===== config.mk =====
export PLATFORM = sky130hd
export DESIGN_NAME = reading_range_and_math_control
export DESIGN_NICKNAME = d
export VERILOG_FILES = /design/src/pkg/meter_ctrl_pkg.sv /design/src/rtl/reading_range_and_math_control.sv
export SDC_FILE = /design/constraint.sdc
export NUM_CORES = 2
export LEC_CHECK = 0
export ABC_AREA = 1
export BUFFER_PORTS_ARGS = -buffer_cell sky130_fd_sc_hd__buf_4
export CELL_PAD_IN_SITES_DETAIL_PLACEMENT = 0
export CELL_PAD_IN_SITES_GLOBAL_PLACEMENT = 1
export CORE_AREA = 2 2 334 336
export DETAILED_ROUTE_END_ITERATION = 10
export DIE_AREA = 0 0 336 338
export HOLD_SLACK_MARGIN = 0.02
export PLACE_DENSITY_LB_ADDON = 0.25
export SYNTH_ARGS = -nofsm -noshare
export SYNTH_HDL_FRONTEND = slang
export SYNTH_SLANG_ARGS = --single-unit

===== constraint.sdc =====
create_clock -name sys_clk_i -period 46.6 [get_ports sys_clk_i]
set_clock_uncertainty 0.15 [all_clocks]
set_input_delay 4.66 -clock sys_clk_i [delete_from_list [all_inputs] [get_ports sys_clk_i]]
set_output_delay 4.66 -clock sys_clk_i [all_outputs]
set_load 0.005 [all_outputs]

===== src/pkg/meter_ctrl_pkg.sv =====
/*
 * Shared constants for the reading, ranging and math control block:
 * register offsets, control field positions, reset values and enums.
 * Assumes a single 50 MHz system clock and a 32-bit APB register bus.
 */
`default_nettype none
package meter_ctrl_pkg;
	// ----------------------------------------------------------------
	// Register offsets (byte addresses)
	// ----------------------------------------------------------------
	localparam logic [7:0] OFS_CTRL = 8'h00;
	localparam logic [7:0] OFS_RANGE = 8'h04;
	localparam logic [7:0] OFS_RES = 8'h08;
	localparam logic [7:0] OFS_REFR = 8'h0C;
	localparam logic [7:0] OFS_STATUS = 8'h10;
	localparam logic [7:0] OFS_RESULT = 8'h14;
	localparam logic [7:0] OFS_NULLV = 8'h18;
	localparam logic [7:0] OFS_MIN = 8'h1C;
	localparam logic [7:0] OFS_MAX = 8'h20;
	localparam logic [7:0] OFS_AVG = 8'h24;
	localparam logic [7:0] OFS_COUNT = 8'h28;
	localparam logic [7:0] OFS_DBREL = 8'h2C;
	// ----------------------------------------------------------------
	// Control field positions
	// ----------------------------------------------------------------
	localparam int CTRL_FN_LSB = 0;
	localparam int CTRL_TRIG_LSB = 4;
	localparam int CTRL_NULL = 8;
	localparam int CTRL_MINMAX = 9;
	localparam int CTRL_DB = 10;
	localparam int CTRL_DBM = 11;
	localparam int CTRL_RATIO = 12;
	localparam int RANGE_AUTO = 8;
	// ----------------------------------------------------------------
	// Ranging thresholds, in counts of the present full scale
	// ----------------------------------------------------------------
	localparam logic [31:0] FULL_SCALE = 32'h000186A0;
	localparam logic [31:0] DOWN_LEVEL = FULL_SCALE / 32'h0000000A;
	localparam logic [31:0] UP_LEVEL = (FULL_SCALE / 32'h0000000A) * 32'h0000000C;
	localparam logic [2:0] RANGE_1K = 3'h1;
	localparam logic [2:0] RANGE_1V = 3'h1;
	localparam logic [2:0] RANGE_RESET = 3'h0;
	// ----------------------------------------------------------------
	// dBm arithmetic in centi-dB
	// ----------------------------------------------------------------
	localparam logic [4:0] REFR_DEFAULT = 5'h0B;
	localparam logic [4:0] REFR_LAST = 5'h10;
	localparam logic signed [31:0] MW_OFFSET_CDB = 32'sh00000BB8;
	localparam logic signed [31:0] MICRO_CDB = 32'sh00002EE0;
	localparam logic [9:0] L20_STEP = 10'h25A;
	localparam int DIV_STEPS = 48;
	// ----------------------------------------------------------------
	// Enumerations
	// ----------------------------------------------------------------
	typedef enum logic [3:0] {FN_DCV, FN_ACV, FN_DCI, FN_ACI, FN_OHM2, FN_OHM4,
		FN_FREQ, FN_PER, FN_CONT, FN_DIODE} function_type;
	typedef enum logic [1:0] {TRIG_AUTO, TRIG_SINGLE, TRIG_EXT} trig_type;
	typedef enum logic [1:0] {RES_4, RES_5, RES_6} res_type;
	typedef enum logic [2:0] {ST_IDLE, ST_WAIT, ST_RATIO, ST_MATH, ST_AVG} state_type;
	localparam int NUM_FN = 10;
endpackage
`default_nettype wire


===== src/rtl/reading_range_and_math_control.sv =====
/*
 * Reading, ranging and math control for a bench multimeter: trigger
 * sequencing, per-function range and resolution memory, overload,
 * ratio, null, min/max/average/count, dB relative and dBm.
 * Assumes the analog front end reports each reading in microvolt-like
 * units plus a level relative to full scale, and that the power
 * reference setting is held by outside non-volatile storage.
 */
`timescale 1ns/10ps
`default_nettype none

module reading_range_and_math_control
	import meter_ctrl_pkg::*;
#(
	parameter int NUM_RANGES = 7
) (
	input wire logic sys_clk_i,
	input wire logic reset_i,
	input wire logic psel_i,
	input wire logic penable_i,
	input wire logic pwrite_i,
	input wire logic [7:0] paddr_i,
	input wire logic [31:0] pwdata_i,
	output logic [31:0] prdata_o,
	output logic pready_o,
	output logic pslverr_o,
	input wire logic remote_reset_i,
	input wire logic remote_i,
	input wire logic single_key_i,
	input wire logic ext_trig_i,
	input wire logic meas_busy_i,
	input wire logic reading_valid_i,
	input wire logic signed [31:0] reading_i,
	input wire logic signed [31:0] ref_reading_i,
	input wire logic [31:0] level_i,
	input wire logic [31:0] amplitude_i,
	input wire logic fe_overload_i,
	input wire logic [4:0] nv_ref_index_i,
	output logic nv_write_o,
	output logic [4:0] nv_ref_index_o,
	output logic meas_start_o,
	output logic [3:0] function_o,
	output logic [2:0] range_o,
	output logic [1:0] resolution_o,
	output logic ref_autorange_o,
	output logic overload_indication_o,
	output logic signed [31:0] result_o,
	output logic result_valid_o
);
	// Range index is three bits wide and the fixed functions need two ranges
	if (NUM_RANGES < 2 || NUM_RANGES > 8) begin : g_bad_ranges
		$error("NUM_RANGES must be 2 to 8");
	end

	// ----------------------------------------------------------------
	// Helper functions
	// ----------------------------------------------------------------
	// Magnitude of a signed reading
	function automatic logic [31:0] mag(input logic signed [31:0] v);
		mag = v[31] ? 32'(-v) : 32'(v);
	endfunction

	// 20*log10(x) in centi-dB from the leading one and 8 mantissa bits
	function automatic logic signed [31:0] l20(input logic [31:0] x);
		logic [4:0] p;
		logic [7:0] f;
		logic [31:0] s;
		p = 5'h00;
		for (int i = 0; i < 32; i++) begin
			if (x[i]) p = 5'(i);
		end
		s = x << (5'h1F - p);
		f = s[30:23];
		l20 = 32'(p) * 32'(L20_STEP) + 32'((18'(f) * 18'(L20_STEP)) >> 8);
	endfunction

	// 10*log10(reference ohms) in centi-dB for each list entry
	function automatic logic signed [31:0] ten_log_r(input logic [4:0] i);
		unique case (i)
			5'h00: ten_log_r = 32'sd1699;
			5'h01: ten_log_r = 32'sd1875;
			5'h02: ten_log_r = 32'sd1968;
			5'h03: ten_log_r = 32'sd2041;
			5'h04: ten_log_r = 32'sd2093;
			5'h05: ten_log_r = 32'sd2097;
			5'h06: ten_log_r = 32'sd2130;
			5'h07: ten_log_r = 32'sd2176;
			5'h08: ten_log_r = 32'sd2398;
			5'h09: ten_log_r = 32'sd2477;
			5'h0A: ten_log_r = 32'sd2699;
			5'h0B: ten_log_r = 32'sd2778;
			5'h0C: ten_log_r = 32'sd2903;
			5'h0D: ten_log_r = 32'sd2954;
			5'h0E: ten_log_r = 32'sd3000;
			5'h0F: ten_log_r = 32'sd3079;
			default: ten_log_r = 32'sd3903;
		endcase
	endfunction

	// Functions with a fixed range and resolution
	function automatic logic fixed_fn(input logic [3:0] f);
		fixed_fn = (f == FN_CONT) || (f == FN_DIODE);
	endfunction

	// ----------------------------------------------------------------
	// Registers and state
	// ----------------------------------------------------------------
	function_type fn;
	trig_type trig_mode;
	state_type state;
	logic null_en, minmax_en, db_en, dbm_en, ratio_en;
	logic null_armed, rel_armed;
	logic [2:0] range_mem [NUM_FN];
	logic auto_mem [NUM_FN];
	logic [1:0] res_mem [NUM_FN];
	logic [4:0] ref_index;
	logic nv_loaded;
	logic signed [31:0] null_value, rel_value, min_value, max_value, avg_value;
	logic signed [47:0] sum_value, next_sum;
	logic [31:0] next_count;
	logic [31:0] count_value;
	logic signed [31:0] raw_value, ref_value, ratio_value;
	logic [31:0] level_value;
	logic overload;
	logic trig_pending, ext_trig_d;
	logic [47:0] div_quo;
	logic [32:0] div_rem;
	logic [31:0] div_den;
	logic [5:0] div_cnt;
	logic div_neg;
	logic [32:0] div_try;
	logic signed [31:0] work, dbm_value, next_result;

	wire logic wr = psel_i && penable_i && pwrite_i;
	wire logic fn_write = wr && paddr_i == OFS_CTRL;
	wire logic [3:0] new_fn = pwdata_i[CTRL_FN_LSB +: 4];
	wire logic fn_change = fn_write && new_fn != fn && new_fn < 4'(NUM_FN);
	wire logic [2:0] top_range = (fn == FN_DIODE || fn == FN_CONT) ? 3'(NUM_RANGES - 2)
		: 3'(NUM_RANGES - 1);
	wire logic [2:0] cur_range = range_mem[fn];
	wire logic ext_fall = ext_trig_d && !ext_trig_i;

	// ----------------------------------------------------------------
	// Control register and math mode enables
	// ----------------------------------------------------------------
	// Null, min/max and dB relative bits are dropped on function change so stale values never apply
	always_ff @(posedge sys_clk_i) begin
		if (reset_i || remote_reset_i) begin
			fn <= FN_DCV;
			trig_mode <= TRIG_AUTO;
			null_en <= 1'b0;
			minmax_en <= 1'b0;
			db_en <= 1'b0;
			dbm_en <= 1'b0;
			ratio_en <= 1'b0;
		end else if (fn_write) begin
			if (new_fn < 4'(NUM_FN)) fn <= function_type'(new_fn);
			if (pwdata_i[CTRL_TRIG_LSB +: 2] != 2'h3)
				trig_mode <= trig_type'(pwdata_i[CTRL_TRIG_LSB +: 2]);
			ratio_en <= pwdata_i[CTRL_RATIO] && new_fn == FN_DCV;
			null_en <= pwdata_i[CTRL_NULL] && !pwdata_i[CTRL_RATIO]
				&& !fixed_fn(new_fn) && !fn_change;
			minmax_en <= pwdata_i[CTRL_MINMAX] && !fixed_fn(new_fn) && !fn_change;
			db_en <= pwdata_i[CTRL_DB] && !fn_change && (new_fn == FN_DCV || new_fn == FN_ACV);
			dbm_en <= pwdata_i[CTRL_DBM] && (new_fn == FN_DCV || new_fn == FN_ACV);
		end
	end

	// ----------------------------------------------------------------
	// Per-function range, ranging method and resolution memory
	// ----------------------------------------------------------------
	// Autorange steps only after a completed reading, one range at a time
	always_ff @(posedge sys_clk_i) begin
		if (reset_i || remote_reset_i) begin
			for (int i = 0; i < NUM_FN; i++) begin
				auto_mem[i] <= 1'b1;
				range_mem[i] <= RANGE_RESET;
				res_mem[i] <= RES_5;
			end
		end else begin
			if (wr && paddr_i == OFS_RANGE && !fixed_fn(fn)) begin
				auto_mem[fn] <= pwdata_i[RANGE_AUTO];
				if (pwdata_i[2:0] <= top_range) range_mem[fn] <= pwdata_i[2:0];
			end else if (state == ST_MATH && auto_mem[fn] && !fixed_fn(fn)) begin
				if (level_value > UP_LEVEL && cur_range < top_range)
					range_mem[fn] <= cur_range + 3'h1;
				else if (level_value < DOWN_LEVEL && cur_range != 3'h0)
					range_mem[fn] <= cur_range - 3'h1;
			end
			if (wr && paddr_i == OFS_RES && !fixed_fn(fn) && pwdata_i[1:0] != 2'h3)
				res_mem[fn] <= pwdata_i[1:0];
		end
	end

	// Fixed functions override the remembered settings
	always_comb begin
		function_o = fn;
		range_o = (fn == FN_CONT) ? RANGE_1K : (fn == FN_DIODE) ? RANGE_1V : cur_range;
		resolution_o = fixed_fn(fn) ? RES_5 : res_mem[fn];
		ref_autorange_o = ratio_en;
	end

	// ----------------------------------------------------------------
	// Reference resistance, loaded from non-volatile storage
	// ----------------------------------------------------------------
	// Remote reset leaves it alone; the store is reloaded after power-on
	always_ff @(posedge sys_clk_i) begin
		if (reset_i) begin
			nv_loaded <= 1'b0;
			ref_index <= REFR_DEFAULT;
			nv_write_o <= 1'b0;
			nv_ref_index_o <= REFR_DEFAULT;
		end else begin
			nv_write_o <= 1'b0;
			if (!nv_loaded) begin
				nv_loaded <= 1'b1;
				ref_index <= (nv_ref_index_i <= REFR_LAST) ? nv_ref_index_i : REFR_DEFAULT;
			end else if (wr && paddr_i == OFS_REFR && pwdata_i[4:0] <= REFR_LAST) begin
				ref_index <= pwdata_i[4:0];
				nv_ref_index_o <= pwdata_i[4:0];
				nv_write_o <= 1'b1;
			end
		end
	end

	// ----------------------------------------------------------------
	// Trigger source
	// ----------------------------------------------------------------
	// A pending trigger survives until the sequencer is free to start
	always_ff @(posedge sys_clk_i) begin
		if (reset_i || remote_reset_i) begin
			ext_trig_d <= 1'b1;
			trig_pending <= 1'b0;
		end else begin
			ext_trig_d <= ext_trig_i;
			if ((trig_mode == TRIG_SINGLE && single_key_i && !remote_i)
				|| (trig_mode == TRIG_EXT && ext_fall))
				trig_pending <= 1'b1;
			else if (state == ST_IDLE && !meas_busy_i)
				trig_pending <= 1'b0;
		end
	end

	// ----------------------------------------------------------------
	// Measurement sequencer with shared serial divider
	// ----------------------------------------------------------------
	assign div_try = {div_rem[31:0], div_quo[47]};

	// Ratio and average share one divider to keep the area small
	always_ff @(posedge sys_clk_i) begin
		if (reset_i || remote_reset_i) begin
			state <= ST_IDLE;
			meas_start_o <= 1'b0;
			raw_value <= 32'h00000000;
			ref_value <= 32'h00000000;
			level_value <= 32'h00000000;
			ratio_value <= 32'h00000000;
			div_quo <= 48'h000000000000;
			div_rem <= 33'h000000000;
			div_den <= 32'h00000000;
			div_cnt <= 6'h00;
			div_neg <= 1'b0;
		end else begin
			meas_start_o <= 1'b0;
			unique case (state)
				ST_IDLE: if (!meas_busy_i && (trig_mode == TRIG_AUTO || trig_pending)) begin
					meas_start_o <= 1'b1;
					state <= ST_WAIT;
				end
				ST_WAIT: if (reading_valid_i) begin
					raw_value <= reading_i;
					ref_value <= ref_reading_i;
					level_value <= (fn == FN_FREQ || fn == FN_PER) ? amplitude_i : level_i;
					if (ratio_en && ref_reading_i != 32'sh0) begin
						div_quo <= {mag(reading_i), 16'h0000};
						div_den <= mag(ref_reading_i);
						div_neg <= reading_i[31] ^ ref_reading_i[31];
						div_rem <= 33'h000000000;
						div_cnt <= 6'(DIV_STEPS);
						state <= ST_RATIO;
					end else begin
						ratio_value <= 32'h00000000;
						state <= ST_MATH;
					end
				end
				ST_RATIO, ST_AVG: if (div_cnt != 6'h00) begin
					div_cnt <= div_cnt - 6'h01;
					if (div_try >= {1'b0, div_den}) begin
						div_rem <= div_try - {1'b0, div_den};
						div_quo <= {div_quo[46:0], 1'b1};
					end else begin
						div_rem <= div_try;
						div_quo <= {div_quo[46:0], 1'b0};
					end
				end else if (state == ST_RATIO) begin
					ratio_value <= div_neg ? -32'(div_quo) : 32'(div_quo);
					state <= ST_MATH;
				end else begin
					state <= ST_IDLE;
				end
				ST_MATH: if (minmax_en) begin
					div_quo <= next_sum[47] ? 48'(-next_sum) : 48'(next_sum);
					div_den <= next_count;
					div_neg <= next_sum[47];
					div_rem <= 33'h000000000;
					div_cnt <= 6'(DIV_STEPS);
					state <= ST_AVG;
				end else begin
					state <= ST_IDLE;
				end
				default: state <= ST_IDLE;
			endcase
		end
	end

	// ----------------------------------------------------------------
	// Math chain: ratio, null, dBm and dB relative
	// ----------------------------------------------------------------
	// Overload also covers a level above UP_LEVEL in manual range or on the top range
	always_comb begin
		work = (ratio_en && ref_value != 32'sh0) ? ratio_value : raw_value;
		dbm_value = l20(mag(work)) - MICRO_CDB + MW_OFFSET_CDB - ten_log_r(ref_index);
		overload = fe_overload_i
			|| (level_value > UP_LEVEL && (!auto_mem[fn] || cur_range == top_range));
		if (null_en && !null_armed) next_result = work - null_value;
		else if (db_en && !rel_armed) next_result = dbm_value - rel_value;
		else if (dbm_en || db_en) next_result = dbm_value;
		else next_result = work;
		// Average includes the reading being added in this same cycle
		next_sum = overload ? sum_value : sum_value + 48'(next_result);
		next_count = overload ? count_value : count_value + 32'h00000001;
	end

	// Armed flags mark that the next reading is captured, not subtracted
	always_ff @(posedge sys_clk_i) begin
		if (reset_i || remote_reset_i) begin
			null_value <= 32'h00000000;
			rel_value <= 32'h00000000;
			null_armed <= 1'b0;
			rel_armed <= 1'b0;
			result_o <= 32'h00000000;
			result_valid_o <= 1'b0;
			overload_indication_o <= 1'b0;
		end else begin
			result_valid_o <= 1'b0;
			if (fn_write && (fn_change || !pwdata_i[CTRL_NULL])) begin
				null_value <= 32'h00000000;
				null_armed <= 1'b0;
			end else if (fn_write && pwdata_i[CTRL_NULL] && !null_en) begin
				null_armed <= 1'b1;
			end else if (state == ST_MATH && null_armed && !overload) begin
				null_value <= work;
				null_armed <= 1'b0;
			end
			if (fn_write && (fn_change || !pwdata_i[CTRL_DB])) begin
				rel_value <= 32'h00000000;
				rel_armed <= 1'b0;
			end else if (fn_write && pwdata_i[CTRL_DB] && !db_en) begin
				rel_armed <= 1'b1;
			end else if (state == ST_MATH && rel_armed && !overload) begin
				rel_value <= dbm_value;
				rel_armed <= 1'b0;
			end
			if (state == ST_MATH) begin
				overload_indication_o <= overload;
				result_o <= overload ? 32'h00000000 : next_result;
				result_valid_o <= 1'b1;
			end
		end
	end

	// ----------------------------------------------------------------
	// Min, max, count and running sum
	// ----------------------------------------------------------------
	// Overloaded readings are left out so they cannot poison the statistics
	always_ff @(posedge sys_clk_i) begin
		if (reset_i || remote_reset_i || (fn_write && (fn_change || !pwdata_i[CTRL_MINMAX]))) begin
			min_value <= 32'h00000000;
			max_value <= 32'h00000000;
			sum_value <= 48'h000000000000;
			count_value <= 32'h00000000;
			avg_value <= 32'h00000000;
		end else if (state == ST_MATH && minmax_en && !overload) begin
			if (count_value == 32'h00000000 || next_result < min_value) min_value <= next_result;
			if (count_value == 32'h00000000 || next_result > max_value) max_value <= next_result;
			sum_value <= sum_value + 48'(next_result);
			count_value <= count_value + 32'h00000001;
		end else if (state == ST_AVG && div_cnt == 6'h00 && div_den != 32'h00000000) begin
			avg_value <= div_neg ? -32'(div_quo) : 32'(div_quo);
		end
	end

	// ----------------------------------------------------------------
	// APB slave: no wait states, read data captured in the setup cycle
	// ----------------------------------------------------------------
	assign pready_o = penable_i;

	// Unmapped addresses answer with an error and read as zero
	always_ff @(posedge sys_clk_i) begin
		if (reset_i) begin
			prdata_o <= 32'h00000000;
			pslverr_o <= 1'b0;
		end else if (psel_i && !penable_i) begin
			pslverr_o <= 1'b0;
			unique case (paddr_i)
				OFS_CTRL: prdata_o <= {19'h00000, ratio_en, dbm_en, db_en, minmax_en, null_en,
					2'h0, trig_mode, fn};
				OFS_RANGE: prdata_o <= {23'h000000, auto_mem[fn], 5'h00, range_o};
				OFS_RES: prdata_o <= {30'h00000000, resolution_o};
				OFS_REFR: prdata_o <= {27'h0000000, ref_index};
				OFS_STATUS: prdata_o <= {25'h0000000, trig_pending, overload_indication_o,
					null_armed, rel_armed, state};
				OFS_RESULT: prdata_o <= result_o;
				OFS_NULLV: prdata_o <= null_value;
				OFS_MIN: prdata_o <= min_value;
				OFS_MAX: prdata_o <= max_value;
				OFS_AVG: prdata_o <= avg_value;
				OFS_COUNT: prdata_o <= count_value;
				OFS_DBREL: prdata_o <= rel_value;
				default: begin
					prdata_o <= 32'h00000000;
					pslverr_o <= 1'b1;
				end
			endcase
		end
	end
endmodule // reading_range_and_math_control
`default_nettype wire


==> results.yml <==
worst_setup_path:
  timing.critical_path.max_delay_family: "simple AND/OR/NAND/NOR gates"
  arrival_ns: 21.77
  timing_worst_setup_path_type: "flop to flop"
  r2r.worst_path.cells: 113
  cp_max_fo: 50
  critical_path.reg2reg.startpoint: "ref_value[23]"
  start_kind: "flop"
  crit_required_ns: 46.99
  worst_setup_path_end_kind: "flop"
  worst-path-buf-inv: 18
  timing.critical_path.slowest_stage_cell: "sky130_fd_sc_hd__ha_1"
  rrSetupSlack_ns: 25.22
  regToRegEndpoint: "div_quo[25]"
  crit_top_cell: "sky130_fd_sc_hd__nand2_1"
  slowest_delay_ns: 0.60
placement:
  dpl.hpwl_um: 144000
  placement.io_buffers: 248
  gp_routability_congestion: 0.979
floorplanning:
  die_height_um: 338
  area_of_the_die_sq_um: 114000
  rows: 122
  chipWidth_um: 336
  i_o_pin_total: 270
  initial_core_util_pct: 44.6
  core_region_area_sq_um: 110000
logic_synthesis:
  synth.distinct_cells: 71
  postSynthRegisterBits: 696
  yosysWarningCount: 0
  synth_largest_type_area_fraction_pct: 24.8
  most_common_cell_in_the_synthesized_netlist: "sky130_fd_sc_hd__nand2_1"
  synth-simple-area-share_pct: 22.3
  synth-compound-area-share_pct: 23.6
  asyncSetResetFlopFracSynth_pct: 0
  netlist_instances: 7265
  post_synth_xor_area_fraction_pct: 4.42
  synth_seq_area_share_pct: 30.1
  synth_area_leaders: "sky130_fd_sc_hd__dfxtp_1 25%, sky130_fd_sc_hd__nand2_1 10%, sky130_fd_sc_hd__a21oi_1 9.2%"
  synth.cells.most_frequent: "1357 x sky130_fd_sc_hd__nand2_1, 903 x sky130_fd_sc_hd__a21oi_1, 898 x sky130_fd_sc_hd__inv_1"
  synth_adder_area_share_pct: 9.44
  synth_enable_flop_cells: 87
  postSynthAreaPerCell_sq_um: 6.76
  mappedNetlistArea_sq_um: 49100
  synth-main-ff-cell: "sky130_fd_sc_hd__dfxtp_1"
  largest_family_of_logic_cells_by_synthesized_area: "compound AO/OA/AOI/OAI gates"
  synthDominantAreaCellType: "sky130_fd_sc_hd__dfxtp_1"
  yosys-mux-area-fraction_pct: 0.0408
routing:
  antenna_violating_nets_post_route: 0
  remaining_drc_errors: 0
  route.met3.wl_um: 15200
  wl_met1_um: 82900
  router_iterations_before_antenna_repair: 6
  vias: 50300
  drt-wirelength-per-cell_um: 21.2
  highest-signal-layer: "met4"
  totalWireLength_um: 189000
  drt_first_iter_violations: 5030
  vias_per_cell: 5.66
  route.met2.wl_um: 81500
timing:
  post_layout_minimum_cycle_time_ns: 21.38
  min_period_over_period_pct: 45.9
  setup_violations: 0
  fin_tns_setup_ns: 0
  max_slew.worst_pin.slew_ns: 1.24
  fmaxAchievable_ghz: 0.0468
  max-slew-margin-rel_pct: 16.7
  timing_hold_violations_final: 0
  rsz0062_at_grt: "no"
  fin_max_slew_vios: 0
clock_network:
  numCtsBuffers: 85
  cts.sinks: 696
  cts_tree: "done"
  cts_setup_buffers: 0
  insertion_delay_ns: 0.69
  clk_pin_slew_ns: 0.06
  h-tree-depth: 3
  cts_resized: 0
  cts.hold.buffers_added: 0
  clock-root-buffer: "sky130_fd_sc_hd__clkbuf_16"
  clk_path_buf_depth: 3
global_routing:
  grt_overflow_total: 0
  grtUsageTotal_pct: 32.3
  antenna_found_initial: 0
  grt_pass1_vias: 45900
  wire_length_of_the_first_global_routing_pass_um: 281000
  pin_count_of_the_biggest_net_entering_global_routing: 114
hold_path:
  worst_hold_path_type: "flop to flop"
  timing.hold.worst_endpoint: "auto_mem[8]"
  whs_path_depth: 1
  hold_path.startpoint: "auto_mem[8]"
final_layout:
  drive_above_1_share_pct: 7.95
  synthToLayoutAreaGrowth_pct: 12.0
  fin_nets: 7883
  regArea_sq_um: 14800
  nFillCells: 11300
  multi_input_area_sq_um: 29500
job:
  max-cap-violations: 0
status:
  outcome: "completed"
cell usage in the layout (no fill, tap or decap), types with 12 or more instances in the layout:
master                       instances
sky130_fd_sc_hd__a211oi_1           89
sky130_fd_sc_hd__o21a_1             14
sky130_fd_sc_hd__nor2_1            606
sky130_fd_sc_hd__clkbuf_16          86
sky130_fd_sc_hd__ha_1              340
sky130_fd_sc_hd__clkinvlp_4         12
sky130_fd_sc_hd__edfxtp_1           87
sky130_fd_sc_hd__clkinv_1           13
sky130_fd_sc_hd__o221ai_1           35
sky130_fd_sc_hd__inv_2              22
sky130_fd_sc_hd__nand3_1           364
sky130_fd_sc_hd__inv_1             895
sky130_fd_sc_hd__a21oi_1           903
sky130_fd_sc_hd__o21bai_1           16
sky130_fd_sc_hd__o21ai_1            52
sky130_fd_sc_hd__dfxtp_1           609
sky130_fd_sc_hd__xor2_1            173
sky130_fd_sc_hd__o22ai_1            71
sky130_fd_sc_hd__xnor2_1            73
sky130_fd_sc_hd__a41oi_1            21
sky130_fd_sc_hd__nor4_1             34
sky130_fd_sc_hd__nor3_1            100
sky130_fd_sc_hd__a31oi_1            32
sky130_fd_sc_hd__fa_1               19
sky130_fd_sc_hd__nand4_1            52
sky130_fd_sc_hd__a221oi_1           39
sky130_fd_sc_hd__nand2_1          1354
sky130_fd_sc_hd__or2_2              37
sky130_fd_sc_hd__o21ai_0           661
sky130_fd_sc_hd__o2111ai_1          13
sky130_fd_sc_hd__o31ai_1            19
sky130_fd_sc_hd__buf_4             319
sky130_fd_sc_hd__nand2_2            17
sky130_fd_sc_hd__o211ai_1           52
sky130_fd_sc_hd__clkbuf_8           17
final cells by class:
| cell class | count | share of cell area [%] |
|---|---|---|
| Antenna cell | 2 | 0.00910 |
| Clock buffer | 112 | 4.40 |
| Clock inverter | 42 | 0.951 |
| Inverter | 929 | 6.34 |
| Multi-Input combinational cell | 5308 | 53.6 |
| Sequential cell | 696 | 26.9 |
| Tap cell | 1488 | 3.38 |
| Timing Repair Buffer | 319 | 4.35 |
sequential cells by signal (all words and copies together) (netlist names), 16 cells and up, named ones only:
signal and count:
auto_mem 16, avg_value 32, count_value 32, div_den 32, div_quo 48, div_rem 32
level_value 32, max_value 32, min_value 32, null_value 32, prdata_o 32, range_mem 48
ratio_value 32, raw_value 32, ref_value 32, rel_value 31, res_mem 32, result_o 32
sum_value 48
metrics by stage:
step	hold slack (ns)	utilization, %	worst slack, ns	instances	area [sq um]
2_1_floorplan	0.268	-	30.73	7268	49100
3_3_place_gp	0.281	47.3	25.66	8740	52100
3_5_place_dp	0.280	47.3	25.61	8740	52100
4_1_cts	0.294	50.0	25.48	8894	55000
5_1_grt	0.327	50.0	23.18	8894	55000
6_report	0.296	50.0	25.22	8896	55000
how the worst max path moves through the flow:
stage	start	endpoint	slack, ns	cells past startpoint
5_1_grt	ref_value[16]	div_quo[44]	23.18	117
3_5_place_dp	ref_value[23]	div_quo[31]	25.61	113
2_1_floorplan	ref_value[7]	div_quo[42]	30.73	106
3_3_place_gp	ref_value[16]	div_quo[31]	25.66	113
4_1_cts	ref_value[23]	div_quo[31]	25.48	113
6_report	ref_value[23]	div_quo[25]	25.22	113
layer usage:
layer / global-route usage [%] / up-vias
met1: 43.9 / 23400
met2: 50.3 / 1876
met5: 0 / -
met3: 5.33 / 374
met4: 14.4 / 0
li1: - / 24600
worst register-to-register path: cells and delay by family, from the launching register on:
kind | cells | cell delay (ns)
compound gates | 20 | 4.95
xor+xnor | 5 | 1.16
fa+ha+maj | 11 | 4.42
buf+inv | 18 | 2.31
flops | 1 | 0.31
mux | 1 | 0.15
simple gates | 58 | 7.78
logic make-up after synthesis:
group,after synthesis
compound gates,2076
fa+ha+maj,359
simple gates,2619
xor+xnor,247
other cells,2
flops,696
mux,2
buf+inv,1264
Power is left out: the tool's default activity adds up to more than one toggle a clock period on the data nets, which glitch-free logic cannot reach.
